$ cat src/ebc_pkg.sv
/*
 * ebc_pkg: encodings and constants for the external bus cycle signalling block.
 * Assumes nothing beyond a SystemVerilog compiler; no imports are made from it.
 */
package ebc_pkg;
   // transfer width code
   localparam logic [1:0] EBC_WID_LONG = 2'h0;
   localparam logic [1:0] EBC_WID_BYTE = 2'h1;
   localparam logic [1:0] EBC_WID_WORD = 2'h2;
   localparam logic [1:0] EBC_WID_LINE = 2'h3;
   // access kind code
   localparam logic [1:0] EBC_KIND_NORMAL = 2'h0;
   localparam logic [1:0] EBC_KIND_DMA    = 2'h1;
   localparam logic [1:0] EBC_KIND_EMUL   = 2'h2;
   localparam logic [1:0] EBC_KIND_CPU    = 2'h3;
   // boot region port width
   localparam logic [1:0] EBC_PORT_32 = 2'h0;
   localparam logic [1:0] EBC_PORT_8  = 2'h1;
   localparam logic [1:0] EBC_PORT_16 = 2'h2;
   // strap pin positions on the interrupt pins
   localparam int EBC_STRAP_AA_BIT = 2;
   localparam int EBC_STRAP_PS_HI  = 1;
   localparam int EBC_STRAP_PS_LO  = 0;
   localparam int EBC_WAIT_W       = 4;
   localparam logic [3:0] EBC_BOOT_WAIT = 4'hf;
   localparam logic [3:0] EBC_WAIT_NONE = 4'h0;

   typedef enum logic [1:0]
   {
      EBC_OWN_IDLE  = 2'h0,
      EBC_OWN_START = 2'h1,
      EBC_OWN_DATA  = 2'h3
   } ebc_own_st_t;

   typedef enum logic [1:0]
   {
      EBC_ALT_IDLE = 2'h0,
      EBC_ALT_WAIT = 2'h1,
      EBC_ALT_ACK  = 2'h3
   } ebc_alt_st_t;
endpackage

$ cat src/ebc_bus_cycle.sv
/*
 * ebc_bus_cycle: drives the attribute and start signals of cycles this device
 * starts, watches alternate-master cycles to steer memory control and its own
 * acknowledge, and latches boot straps from the interrupt pins during reset.
 * Assumes region decode, DRAM timing and arbitration live outside; pins come in
 * already split into input, output and enable, all synchronous to i_clk.
 */
`timescale 1ns/1ns
module ebc_bus_cycle
#(
   parameter int WAIT_W = ebc_pkg::EBC_WAIT_W
)
(
   input  wire logic              i_clk,
   input  wire logic              i_resetn,
   // internal request for an own bus cycle
   input  wire logic              i_req,
   input  wire logic              i_req_read,
   input  wire logic [1:0]        i_req_width,
   input  wire logic [1:0]        i_req_kind,
   input  wire logic              i_req_code,
   input  wire logic              i_req_super,
   input  wire logic              i_req_ctrl_reg,
   input  wire logic              i_req_dram,
   input  wire logic              i_dram_done,
   output logic                   o_busy,
   output logic                   o_done,
   // bus ownership
   input  wire logic              i_alt_owner,
   // pins, split
   input  wire logic              i_rw,
   output logic                   o_rw,
   output logic                   o_rw_oe,
   input  wire logic [1:0]        i_transfer_width_code,
   output logic [1:0]             o_transfer_width_code,
   output logic                   o_transfer_width_code_oe,
   output logic [1:0]             o_access_kind_code,
   output logic                   o_access_kind_code_oe,
   output logic                   o_access_modifier_bit,
   output logic                   o_access_modifier_bit_oe,
   input  wire logic              i_transfer_start_strobe_n,
   output logic                   o_transfer_start_strobe_n,
   output logic                   o_transfer_start_strobe_oe,
   input  wire logic              i_cycle_done_ack_n,
   output logic                   o_cycle_done_ack_n,
   output logic                   o_cycle_done_ack_oe,
   // alternate-master region decode from chip-select and DRAM logic
   input  wire logic              i_alt_hit_region,
   input  wire logic              i_alt_hit_dram,
   input  wire logic              i_alt_master_auto_ack,
   input  wire logic [WAIT_W-1:0] i_alt_wait_states,
   output logic                   o_alt_sel_req,
   output logic                   o_alt_dram_req,
   output logic                   o_alt_read,
   output logic [1:0]             o_alt_width,
   // boot straps
   input  wire logic [2:0]        i_irq_n,
   output logic                   o_boot_auto_ack,
   output logic [WAIT_W-1:0]      o_boot_wait,
   output logic [1:0]             o_boot_port
);
   ebc_pkg::ebc_own_st_t own_q, own_d;
   logic       rw_q, rw_d, rw_oe_q, rw_oe_d;
   logic [1:0] wid_q, wid_d, kind_q, kind_d;
   logic       attr_oe_q, attr_oe_d;
   logic       mod_q, mod_d, mod_late_q, mod_late_d;
   logic       start_n_q, start_n_d, start_oe_q, start_oe_d;
   logic       dram_q, dram_d, done_q, done_d;
   logic       mod_early, mod_late;

   // modifier pair for a new request, start-clock value then later value
   always_comb
   begin
      mod_early = i_req_code;
      mod_late  = i_req_super;
      unique case (i_req_kind)
         ebc_pkg::EBC_KIND_NORMAL:
         begin
            mod_early = i_req_code;
            mod_late  = i_req_super;
         end
         ebc_pkg::EBC_KIND_DMA:
         begin
            mod_early = 1'b1;
            mod_late  = 1'b0;
         end
         ebc_pkg::EBC_KIND_EMUL:
         begin
            mod_early = i_req_code;
            mod_late  = 1'b1;
         end
         ebc_pkg::EBC_KIND_CPU:
         begin
            mod_early = !i_req_ctrl_reg;
            mod_late  = 1'b0;
         end
      endcase
   end

   always_comb
   begin
      own_d      = own_q;
      rw_d       = rw_q;
      rw_oe_d    = rw_oe_q;
      wid_d      = wid_q;
      kind_d     = kind_q;
      attr_oe_d  = attr_oe_q;
      mod_d      = mod_q;
      mod_late_d = mod_late_q;
      start_n_d  = 1'b1;
      start_oe_d = start_oe_q;
      dram_d     = dram_q;
      done_d     = 1'b0;
      unique case (own_q)
         ebc_pkg::EBC_OWN_IDLE:
         begin
            rw_oe_d    = 1'b0;
            attr_oe_d  = 1'b0;
            start_oe_d = 1'b0;
            if (i_req && !i_alt_owner)
            begin
               own_d      = ebc_pkg::EBC_OWN_START;
               rw_d       = i_req_read;
               wid_d      = i_req_width;
               kind_d     = i_req_kind;
               mod_d      = mod_early;
               mod_late_d = mod_late;
               dram_d     = i_req_dram;
               rw_oe_d    = 1'b1;
               attr_oe_d  = 1'b1;
               start_oe_d = 1'b1;
               start_n_d  = 1'b0;
            end
         end
         ebc_pkg::EBC_OWN_START:
         begin
            // strobe drops after exactly one clock
            own_d = ebc_pkg::EBC_OWN_DATA;
            mod_d = mod_late_q;
         end
         ebc_pkg::EBC_OWN_DATA:
         begin
            // attributes untouched here until the cycle ends
            if (dram_q ? i_dram_done : !i_cycle_done_ack_n)
            begin
               // let go of the pins on the acknowledge edge so a new owner never overlaps
               own_d      = ebc_pkg::EBC_OWN_IDLE;
               done_d     = 1'b1;
               rw_oe_d    = 1'b0;
               attr_oe_d  = 1'b0;
               start_oe_d = 1'b0;
            end
         end
         default:
            own_d = ebc_pkg::EBC_OWN_IDLE;
      endcase
   end

   always_ff @(posedge i_clk)
   begin
      if (!i_resetn)
      begin
         own_q      <= ebc_pkg::EBC_OWN_IDLE;
         rw_q       <= 1'b1;
         rw_oe_q    <= 1'b0;
         wid_q      <= ebc_pkg::EBC_WID_LONG;
         kind_q     <= ebc_pkg::EBC_KIND_NORMAL;
         attr_oe_q  <= 1'b0;
         mod_q      <= 1'b0;
         mod_late_q <= 1'b0;
         start_n_q  <= 1'b1;
         start_oe_q <= 1'b0;
         dram_q     <= 1'b0;
         done_q     <= 1'b0;
      end
      else
      begin
         own_q      <= own_d;
         rw_q       <= rw_d;
         rw_oe_q    <= rw_oe_d;
         wid_q      <= wid_d;
         kind_q     <= kind_d;
         attr_oe_q  <= attr_oe_d;
         mod_q      <= mod_d;
         mod_late_q <= mod_late_d;
         start_n_q  <= start_n_d;
         start_oe_q <= start_oe_d;
         dram_q     <= dram_d;
         done_q     <= done_d;
      end
   end

   // alternate-master watcher; kind and modifier pins have no input path at all
   ebc_pkg::ebc_alt_st_t alt_q, alt_d;
   logic              sel_q, sel_d, adram_q, adram_d, aread_q, aread_d;
   logic [1:0]        awid_q, awid_d;
   logic              auto_q, auto_d;
   logic              ack_n_q, ack_n_d, ack_oe_q, ack_oe_d;
   logic              wait_load, wait_done;

   ebc_wait_cnt #(
      .W (WAIT_W)
   ) u_wait (
      .i_clk    (i_clk),
      .i_resetn (i_resetn),
      .i_load   (wait_load),
      .i_count  (i_alt_wait_states),
      .o_done   (wait_done)
   );

   always_comb
   begin
      alt_d     = alt_q;
      sel_d     = sel_q;
      adram_d   = adram_q;
      aread_d   = aread_q;
      awid_d    = awid_q;
      auto_d    = auto_q;
      ack_n_d   = 1'b1;
      ack_oe_d  = 1'b0;
      wait_load = 1'b0;
      unique case (alt_q)
         ebc_pkg::EBC_ALT_IDLE:
         begin
            if (i_alt_owner && !i_transfer_start_strobe_n)
            begin
               aread_d = i_rw;
               awid_d  = i_transfer_width_code;
               adram_d = i_alt_hit_dram;
               sel_d   = i_alt_hit_region && !i_alt_hit_dram;
               auto_d  = i_alt_master_auto_ack;
               if (i_alt_hit_dram || i_alt_hit_region)
               begin
                  alt_d     = ebc_pkg::EBC_ALT_WAIT;
                  wait_load = i_alt_hit_region && !i_alt_hit_dram
                              && i_alt_master_auto_ack;
               end
            end
         end
         ebc_pkg::EBC_ALT_WAIT:
         begin
            if (adram_q ? i_dram_done : (auto_q && wait_done))
            begin
               alt_d    = ebc_pkg::EBC_ALT_ACK;
               ack_n_d  = 1'b0;
               ack_oe_d = 1'b1;
            end
            else if (!adram_q && !auto_q && !i_cycle_done_ack_n)
            begin
               alt_d   = ebc_pkg::EBC_ALT_IDLE;
               sel_d   = 1'b0;
            end
         end
         ebc_pkg::EBC_ALT_ACK:
         begin
            alt_d   = ebc_pkg::EBC_ALT_IDLE;
            sel_d   = 1'b0;
            adram_d = 1'b0;
         end
         default:
            alt_d = ebc_pkg::EBC_ALT_IDLE;
      endcase
   end

   always_ff @(posedge i_clk)
   begin
      if (!i_resetn)
      begin
         alt_q    <= ebc_pkg::EBC_ALT_IDLE;
         sel_q    <= 1'b0;
         adram_q  <= 1'b0;
         aread_q  <= 1'b1;
         awid_q   <= ebc_pkg::EBC_WID_LONG;
         auto_q   <= 1'b0;
         ack_n_q  <= 1'b1;
         ack_oe_q <= 1'b0;
      end
      else
      begin
         alt_q    <= alt_d;
         sel_q    <= sel_d;
         adram_q  <= adram_d;
         aread_q  <= aread_d;
         awid_q   <= awid_d;
         auto_q   <= auto_d;
         ack_n_q  <= ack_n_d;
         ack_oe_q <= ack_oe_d;
      end
   end

   // straps caught on every clock while reset is held, frozen after release
   logic              baa_q, baa_d;
   logic [1:0]        bport_q, bport_d;

   always_comb
   begin
      baa_d   = baa_q;
      bport_d = bport_q;
      if (!i_resetn)
      begin
         baa_d = i_irq_n[ebc_pkg::EBC_STRAP_AA_BIT];
         unique case ({i_irq_n[ebc_pkg::EBC_STRAP_PS_HI], i_irq_n[ebc_pkg::EBC_STRAP_PS_LO]})
            ebc_pkg::EBC_PORT_32: bport_d = ebc_pkg::EBC_PORT_32;
            ebc_pkg::EBC_PORT_8:  bport_d = ebc_pkg::EBC_PORT_8;
            default:              bport_d = ebc_pkg::EBC_PORT_16;
         endcase
      end
   end

   always_ff @(posedge i_clk)
   begin
      baa_q   <= baa_d;
      bport_q <= bport_d;
   end

   logic [WAIT_W-1:0] bwait_q;

   always_ff @(posedge i_clk)
   begin
      bwait_q <= baa_d ? WAIT_W'(ebc_pkg::EBC_BOOT_WAIT)
                       : WAIT_W'(ebc_pkg::EBC_WAIT_NONE);
   end

   assign o_busy                     = attr_oe_q;
   assign o_done                     = done_q;
   assign o_rw                       = rw_q;
   assign o_rw_oe                    = rw_oe_q;
   assign o_transfer_width_code      = wid_q;
   assign o_transfer_width_code_oe   = attr_oe_q;
   assign o_access_kind_code         = kind_q;
   assign o_access_kind_code_oe      = attr_oe_q;
   assign o_access_modifier_bit      = mod_q;
   assign o_access_modifier_bit_oe   = attr_oe_q;
   assign o_transfer_start_strobe_n  = start_n_q;
   assign o_transfer_start_strobe_oe = start_oe_q;
   assign o_cycle_done_ack_n         = ack_n_q;
   assign o_cycle_done_ack_oe        = ack_oe_q;
   assign o_alt_sel_req              = sel_q;
   assign o_alt_dram_req             = adram_q;
   assign o_alt_read                 = aread_q;
   assign o_alt_width                = awid_q;
   assign o_boot_auto_ack            = baa_q;
   assign o_boot_wait                = bwait_q;
   assign o_boot_port                = bport_q;
endmodule

$ cat src/ebc_wait_cnt.sv
/*
 * ebc_wait_cnt: wait-state down counter used to time a self-generated acknowledge.
 * Assumes the loader pulses i_load once per cycle; o_done is a registered one-clock pulse.
 */
`timescale 1ns/1ns
module ebc_wait_cnt
#(
   parameter int W = 4
)
(
   input  wire logic         i_clk,
   input  wire logic         i_resetn,
   input  wire logic         i_load,
   input  wire logic [W-1:0] i_count,
   output logic              o_done
);
   logic [W-1:0] cnt_q;
   logic [W-1:0] cnt_d;
   logic         run_q;
   logic         run_d;
   logic         done_q;
   logic         done_d;

   always_comb
   begin
      cnt_d  = cnt_q;
      run_d  = run_q;
      done_d = 1'b0;
      if (i_load)
      begin
         cnt_d = i_count;
         run_d = 1'b1;
      end
      else if (run_q)
      begin
         if (cnt_q == '0)
         begin
            run_d  = 1'b0;
            done_d = 1'b1;
         end
         else
            cnt_d = cnt_q - 1'b1;
      end
   end

   always_ff @(posedge i_clk)
   begin
      if (!i_resetn)
      begin
         cnt_q  <= '0;
         run_q  <= 1'b0;
         done_q <= 1'b0;
      end
      else
      begin
         cnt_q  <= cnt_d;
         run_q  <= run_d;
         done_q <= done_d;
      end
   end

   assign o_done = done_q;
endmodule

$ cat config.mk
export PLATFORM = sky130hd
export DESIGN_NAME = ebc_bus_cycle
export DESIGN_NICKNAME = d
export VERILOG_FILES = /design/src/ebc_pkg.sv /design/src/ebc_bus_cycle.sv /design/src/ebc_wait_cnt.sv
export SDC_FILE = /design/constraint.sdc
export NUM_CORES = 1
export LEC_CHECK = 0
export BUFFER_PORTS_ARGS = -buffer_cell sky130_fd_sc_hd__buf_2
export CORE_UTILIZATION = 35
export DETAILED_ROUTE_END_ITERATION = 12
export PLACE_DENSITY = 0.67
export SLEW_MARGIN = 30
export SYNTH_ARGS = -nofsm -noshare
export SYNTH_HDL_FRONTEND = slang
export SYNTH_HIERARCHICAL = 1
export SYNTH_SLANG_ARGS = --single-unit
$ cat constraint.sdc
create_clock -name i_clk -period 2.1 [get_ports i_clk]
set_clock_uncertainty 0.1 [all_clocks]
set_input_delay 0.42 -clock i_clk [delete_from_list [all_inputs] [get_ports i_clk]]
set_output_delay 0.42 -clock i_clk [all_outputs]
set_load 0.01 [all_outputs]
==> results of run 1 <==
## power by group through the flow
stage,sequential [mW],combinational [mW],clock (mW)
global route,0.671,0.178,0.679
CTS,0.667,0.162,0.646
floorplan,0.685,0.0916,0
finish,0.667,0.161,0.635
detailed placement,0.680,0.161,0
global placement,0.679,0.159,0
## placed cells by master (no fill, tap or decap), drive strengths merged
master,instances
and2,2
and3,3
and4b,1
a21boi,2
edfxtp,3
nand2,28
a31oi,1
o211ai,2
a21oi,14
buf,60
nor4b,5
nand4,2
nand3b,2
inv,8
mux2i,1
nor2,8
a31o,1
o21ai,6
nor3b,2
nand2b,1
or3,2
bufinv,1
or3b,1
or4b,2
dfxtp,29
o311a,1
nor2b,3
clkbuf,7
ha,1
o21a,1
nand3,10
o2111ai,3
## cell usage after synthesis, types with 3 or more instances
master     instances
dfxtp_1           29
a21oi_1           13
o2111ai_1          3
o21ai_0            6
nor2_1             8
nand3_1           10
inv_1              8
buf_4              9
edfxtp_1           3
clkbuf_1           5
nand2_1           28
nor2b_1            3
## area by class of cell
type / instances / area share
timing repair buffer: 60 / 0.170
tap: 48 / 0.0329
clock inverter: 1 / 0.0164
multi-input combinational: 105 / 0.344
clock buffer: 7 / 0.0528
sequential: 32 / 0.367
inverter: 8 / 0.0164
## cell families after synthesis
family	count (synthesis)	synth area share
muxes	1	0.00699
DFF	32	0.469
buffers and inverters	24	0.0927
adders and majority gates	1	0.00874
and+or+nand+nor	72	0.288
AOI/OAI and AO/OA	31	0.135
## metal layers
layer | up-vias | track usage | wire length [um]
li1 | 653 | - | -
met1 | 596 | 0.184 | 1430
met2 | 37 | 0.236 | 1400
met3 | 4 | 0.0310 | 147
met4 | 0 | 0.0638 | 40
met5 | - | 0 | 0
## registers in the layout, summed over array words and instances, names as in the netlist, 2 cells and up
| name | flops |
|---|---|
| o_alt_width | 2 |
| alt_q | 2 |
| o_access_kind_code | 2 |
| o_transfer_width_code | 2 |
| own_q | 2 |
| o_boot_port | 2 |
| u_wait/cnt_q | 4 |
## worst min-delay path by stage
| stage | startpoint | end | slack, ns | cells after the start |
|---|---|---|---|---|
| final | i_irq_n[1] | o_boot_port[1] | 0.24 | 1 |
| after global routing | i_irq_n[1] | o_boot_port[1] | 0.24 | 1 |
| after CTS | i_irq_n[1] | o_boot_port[1] | 0.24 | 1 |
| after detailed placement | o_alt_width[0] | o_alt_width[0] | 0.35 | 2 |
| after global placement | o_access_kind_code[0] | o_access_kind_code[0] | 0.34 | 2 |
| after floorplan | mod_late_q | mod_late_q | 0.34 | 2 |
## per-stage QoR
stage | utilization | instances
2_1_floorplan | - | 161
3_3_place_gp | 0.447 | 253
3_5_place_dp | 0.447 | 253
4_1_cts | 0.481 | 261
5_1_grt | 0.481 | 261
6_report | 0.481 | 261
==> impl_metrics.env, run 1 <==
export IMPL_outcome="finished clean"
export IMPL_drt_pass1_iter_count=4
export IMPL_final_hold_viol_count=0
export IMPL_fin_hold_ws_ns=0.241
export IMPL_cts_buffer_depth=2
export IMPL_crit_chain="nor4b_2 > and4b_1 > inv_1 > o21ai_0 > a21oi_1"
export IMPL_cts_clk_slew_worst_paths_ns=0.06
export IMPL_die_area_um2=4350
export IMPL_num_io_pins=57
export IMPL_post_place_ws_ns=0.291
export IMPL_netSwitchingPower_mw=0.325
export IMPL_reg2reg_slack_ns=0.36
export IMPL_crit_arrival_ns=1.81
export IMPL_cts_resized=0
export IMPL_synth_edf_count=3
export IMPL_leakagePower_nw=0.802
export IMPL_setup_viol=0
export IMPL_final_cell_area_um2=1830
export IMPL_grt_util_all_layers=0.146
export IMPL_ff2ff_path_depth=5
export IMPL_post_route_period_util=0.829
export IMPL_fmax_mhz=574
export IMPL_synth_area_top_cells="dfxtp_1 41%, nand2_1 7.3%, edfxtp_1 6.3%, buf_4 4.7%, a21oi_1 4.5%"
export IMPL_synth_top_area_frac=0.406
export IMPL_r2r_end="u_wait/cnt_q[3]"
export IMPL_cp_num_buf_inv=1
export IMPL_crit_start="alt_q[0]"
export IMPL_synth_cell_types=39
export IMPL_maxCapViolCount=0
export IMPL_overflow=0
export IMPL_wl_per_cell_um=11.6
export IMPL_swShare=0.222
export IMPL_tns_ns=0
export IMPL_critPathMaxFanout=9
export IMPL_syn_area_per_cell_um2=8.89
export IMPL_p_int_mw=1.14
export IMPL_crit_path_end_kind="register"
export IMPL_power_share_combinational=0.110
export IMPL_antenna_found_initial=0
export IMPL_start_util=0.377
export IMPL_cts_sinks=32
export IMPL_cts_tree="yes"
export IMPL_netlist_instances=161
export IMPL_crit_cells=5
export IMPL_dp_hpwl_mm=2.31
export IMPL_slowest_delay_ns=0.41
export IMPL_drive_gt1_frac=0.352
export IMPL_num_vias=1290
export IMPL_clock_root_buffer="clkbuf_8"
export IMPL_cts_hold_fix_buffers=0
export IMPL_cts_max_level=2
export IMPL_cts_buffers=5
export IMPL_fillerInstances=382
export IMPL_synth_net_count=191
export IMPL_path_delay_family="simple AND/OR/NAND/NOR gates"
export IMPL_seqCellArea_um2=671
export IMPL_hp_class="primary input to register"
export IMPL_worstSetupPathType="register to register"
export IMPL_first_global_vias=1095
export IMPL_gp_congestion=0.792
export IMPL_ant_nets=0
export IMPL_drv_slew=0
export IMPL_tightest_slew_ns=0.469
export IMPL_synth_yosys_seq_area_share=0.469
export IMPL_die_w_um=66.0
export IMPL_synth_ff_type="dfxtp_1"
export IMPL_drtIter0Drc=50
export IMPL_fp_row_count=22
export IMPL_power_frac_clock=0.434
export IMPL_drc_errors=0
export IMPL_ys_ff_latch=32
export IMPL_vias_per_cell=4.94
export IMPL_multi_input_area_um2=628
export IMPL_fin_nets=242
export IMPL_reg2reg_from="alt_q[0]"
export IMPL_antenna_cells=0
export IMPL_p_total_mw=1.46
export IMPL_power_per_cell_area_nw_per_um2=801
export IMPL_crit_end="u_wait/cnt_q[3]"
export IMPL_wirelength_mm=3.02
export IMPL_core_area_um2=3800
export IMPL_start_kind="register"
export IMPL_placed_area_um2=1700
export IMPL_rsz0062_at_grt="no"
export IMPL_area_delta_synth_final_pct=27.5
export IMPL_fp_dieH_um=66.0
export IMPL_cts_setup_buffers=0
export IMPL_ir_worst_vdd_mv=0.514
export IMPL_slew_headroom=0.684
export IMPL_yosysWarningCount=6
export IMPL_period_needed_ns=1.74
export IMPL_io_buffers=56
export IMPL_synth_top_area_cell="dfxtp_1"
export IMPL_slowest_stage="and4b_1"
export IMPL_power_frac_seq=0.456
export IMPL_worstPathRequired_ns=2.17
export IMPL_synthArstFlopShare=0
export IMPL_worstSkewPairLatency_ns=0.28
export IMPL_grt_pass1_wl_mm=4.84
export IMPL_setup_slack_ns=0.359
export IMPL_netlist_area_um2=1430
export IMPL_grt_max_degree=19
No activity file was read; power rests on OpenSTA's default activity.
==> run 2: changes to the inputs <==
==> constraint.sdc (replaced) <==
create_clock -name i_clk -period 1.75 [get_ports i_clk]
set_clock_uncertainty 0.1 [all_clocks]
set_input_delay 0.35 -clock i_clk [delete_from_list [all_inputs] [get_ports i_clk]]
set_output_delay 0.35 -clock i_clk [all_outputs]
set_load 0.01 [all_outputs]
==> run 2 against run 1 <==
  * Flip-flop and latch count unchanged
  * Core utilization increased by 0.26 points
  * Clock-buffer cell count up 1
  * Clock power fell by 9.4%
  * First-iteration DRC count increased by 2.0%
  * Non-clock buffer count increased by 5
  * Cell count grew 1.9%
  * Cell area grew 0.55%
==> impl_metrics.env, run 2 (synthesized netlist as in run 1, its figures left out) <==
export IMPL_worstSkewPairLatency_ns=0.27
export IMPL_power_per_cell_area_nw_per_um2=860
export IMPL_mostFrequentLayoutCells="56 x buf_2, 29 x dfxtp_1, 28 x nand2_1"
export IMPL_period_needed_ns=1.62
export IMPL_slew_headroom=0.721
export IMPL_final_hold_viol_count=0
export IMPL_ant_nets=0
export IMPL_cts_resized=0
export IMPL_antenna_found_initial=0
export IMPL_swShare=0.244
export IMPL_start_kind="register"
export IMPL_largest_reg_flops=4
export IMPL_num_io_pins=57
export IMPL_grt_util_all_layers=0.156
export IMPL_rsz0062_at_grt="no"
export IMPL_power_frac_clock=0.364
export IMPL_layout_commonest_cell="buf_2"
export IMPL_worstSetupPathType="register to register"
export IMPL_tightest_slew_ns=0.415
export IMPL_grt_pass1_wl_mm=5.02
export IMPL_maxCapViolCount=0
export IMPL_die_area_um2=4350
export IMPL_leakagePower_nw=0.815
export IMPL_fillerInstances=393
export IMPL_gp_congestion=0.821
export IMPL_cts_tree="yes"
export IMPL_drtIter0Drc=51
export IMPL_post_route_period_util=0.927
export IMPL_placed_area_um2=1750
export IMPL_fp_dieH_um=66.0
export IMPL_largest_register="u_wait/cnt_q"
export IMPL_cts_max_level=2
export IMPL_antenna_cells=0
export IMPL_cts_setup_buffers=0
export IMPL_power_frac_seq=0.503
export IMPL_p_int_mw=1.19
export IMPL_vias_per_cell=4.89
export IMPL_dp_hpwl_mm=2.36
export IMPL_fp_row_count=22
export IMPL_fin_hold_ws_ns=0.168
export IMPL_drv_slew=0
export IMPL_cts_buffer_depth=2
export IMPL_core_area_um2=3800
export IMPL_first_global_vias=1096
export IMPL_ir_worst_vdd_mv=0.684
export IMPL_num_vias=1302
export IMPL_cts_sinks=32
export IMPL_netSwitchingPower_mw=0.386
export IMPL_power_share_combinational=0.133
export IMPL_io_buffers=56
export IMPL_instances_no_fill=266
export IMPL_wirelength_mm=3.11
export IMPL_place_inst=258
export IMPL_worstPathRequired_ns=1.81
export IMPL_clock_root_buffer="clkbuf_8"
export IMPL_die_w_um=66.0
export IMPL_crit_path_end_kind="register"
export IMPL_final_cell_area_um2=1840
export IMPL_cts_hold_fix_buffers=0
export IMPL_drive_gt1_frac=0.358
export IMPL_wl_per_cell_um=11.7
export IMPL_overflow=0
export IMPL_crit_arrival_ns=1.68
export IMPL_reg2reg_slack_ns=0.13
export IMPL_grt_max_degree=18
export IMPL_drt_pass1_iter_count=4
export IMPL_tns_ns=0
export IMPL_area_delta_synth_final_pct=28.2
export IMPL_setup_viol=0
export IMPL_outcome="finished clean"
export IMPL_fmax_mhz=617
export IMPL_critPathMaxFanout=7
export IMPL_p_total_mw=1.58
export IMPL_cts_buffers=5
export IMPL_start_util=0.377
export IMPL_drc_errors=0
export IMPL_cts_clk_slew_worst_paths_ns=0.06
export IMPL_fin_nets=247
export IMPL_hp_class="primary input to register"
run 2: cell count changes in the layout (fill, tap and decap cells not counted), sizes merged:
| cell | change |
|---|---|
| buf | +5 |
| bufinv | -1 |
| clkbuf | +1 |
run 2: final cells by class:
class                      instances  area [um2]  area share
tap                               48        60.1      0.0327
clock buffer                       8        90.1      0.0491
sequential                        32         671       0.365
multi-input combinational        105         637       0.347
inverter                           8        30.0      0.0164
timing repair buffer              65         348       0.190
run 2: path summary, 6_finish.rpt:
check                             start  depth (start not counted)                    end
setup / recovery               alt_q[1]                          5        u_wait/cnt_q[3]
setup reg to reg               alt_q[1]                          5        u_wait/cnt_q[3]
hold / removal               i_irq_n[1]                          1         o_boot_port[1]
hold reg to reg   o_access_kind_code[1]                          2  o_access_kind_code[1]
run 2: power groups by stage:
stage	Clock [mW]	Combinational (mW)	Sequential, mW
finish	0.575	0.209	0.795
global route	0.632	0.231	0.798
CTS	0.590	0.210	0.795
detailed placement	0	0.209	0.811
global placement	0	0.208	0.810
floorplan	0	0.112	0.822
run 2: critical path, cell delays in order, from the launching register on:
cell and delay (ns):
dfxtp_1 0.37, nor4b_4 0.31, and4b_1 0.38, inv_1 0.13, o21ai_0 0.17, a21oi_1 0.05
run 2: stage by stage:
step | setup WS [ns] | util
after floorplan | 0.0720 | -
after global placement | 0.0507 | 0.459
after detailed placement | 0.0282 | 0.459
after CTS | 0.135 | 0.483
after global routing | 0.0807 | 0.483
final | 0.128 | 0.483
run 2: per-layer routing:
| layer | vias up | routed length (um) | GRT usage |
|---|---|---|---|
| li1 | 661 | - | - |
| met1 | 598 | 1520 | 0.200 |
| met2 | 38 | 1350 | 0.231 |
| met3 | 5 | 180 | 0.0500 |
| met4 | 0 | 57 | 0.0798 |
| met5 | - | 0 | 0 |
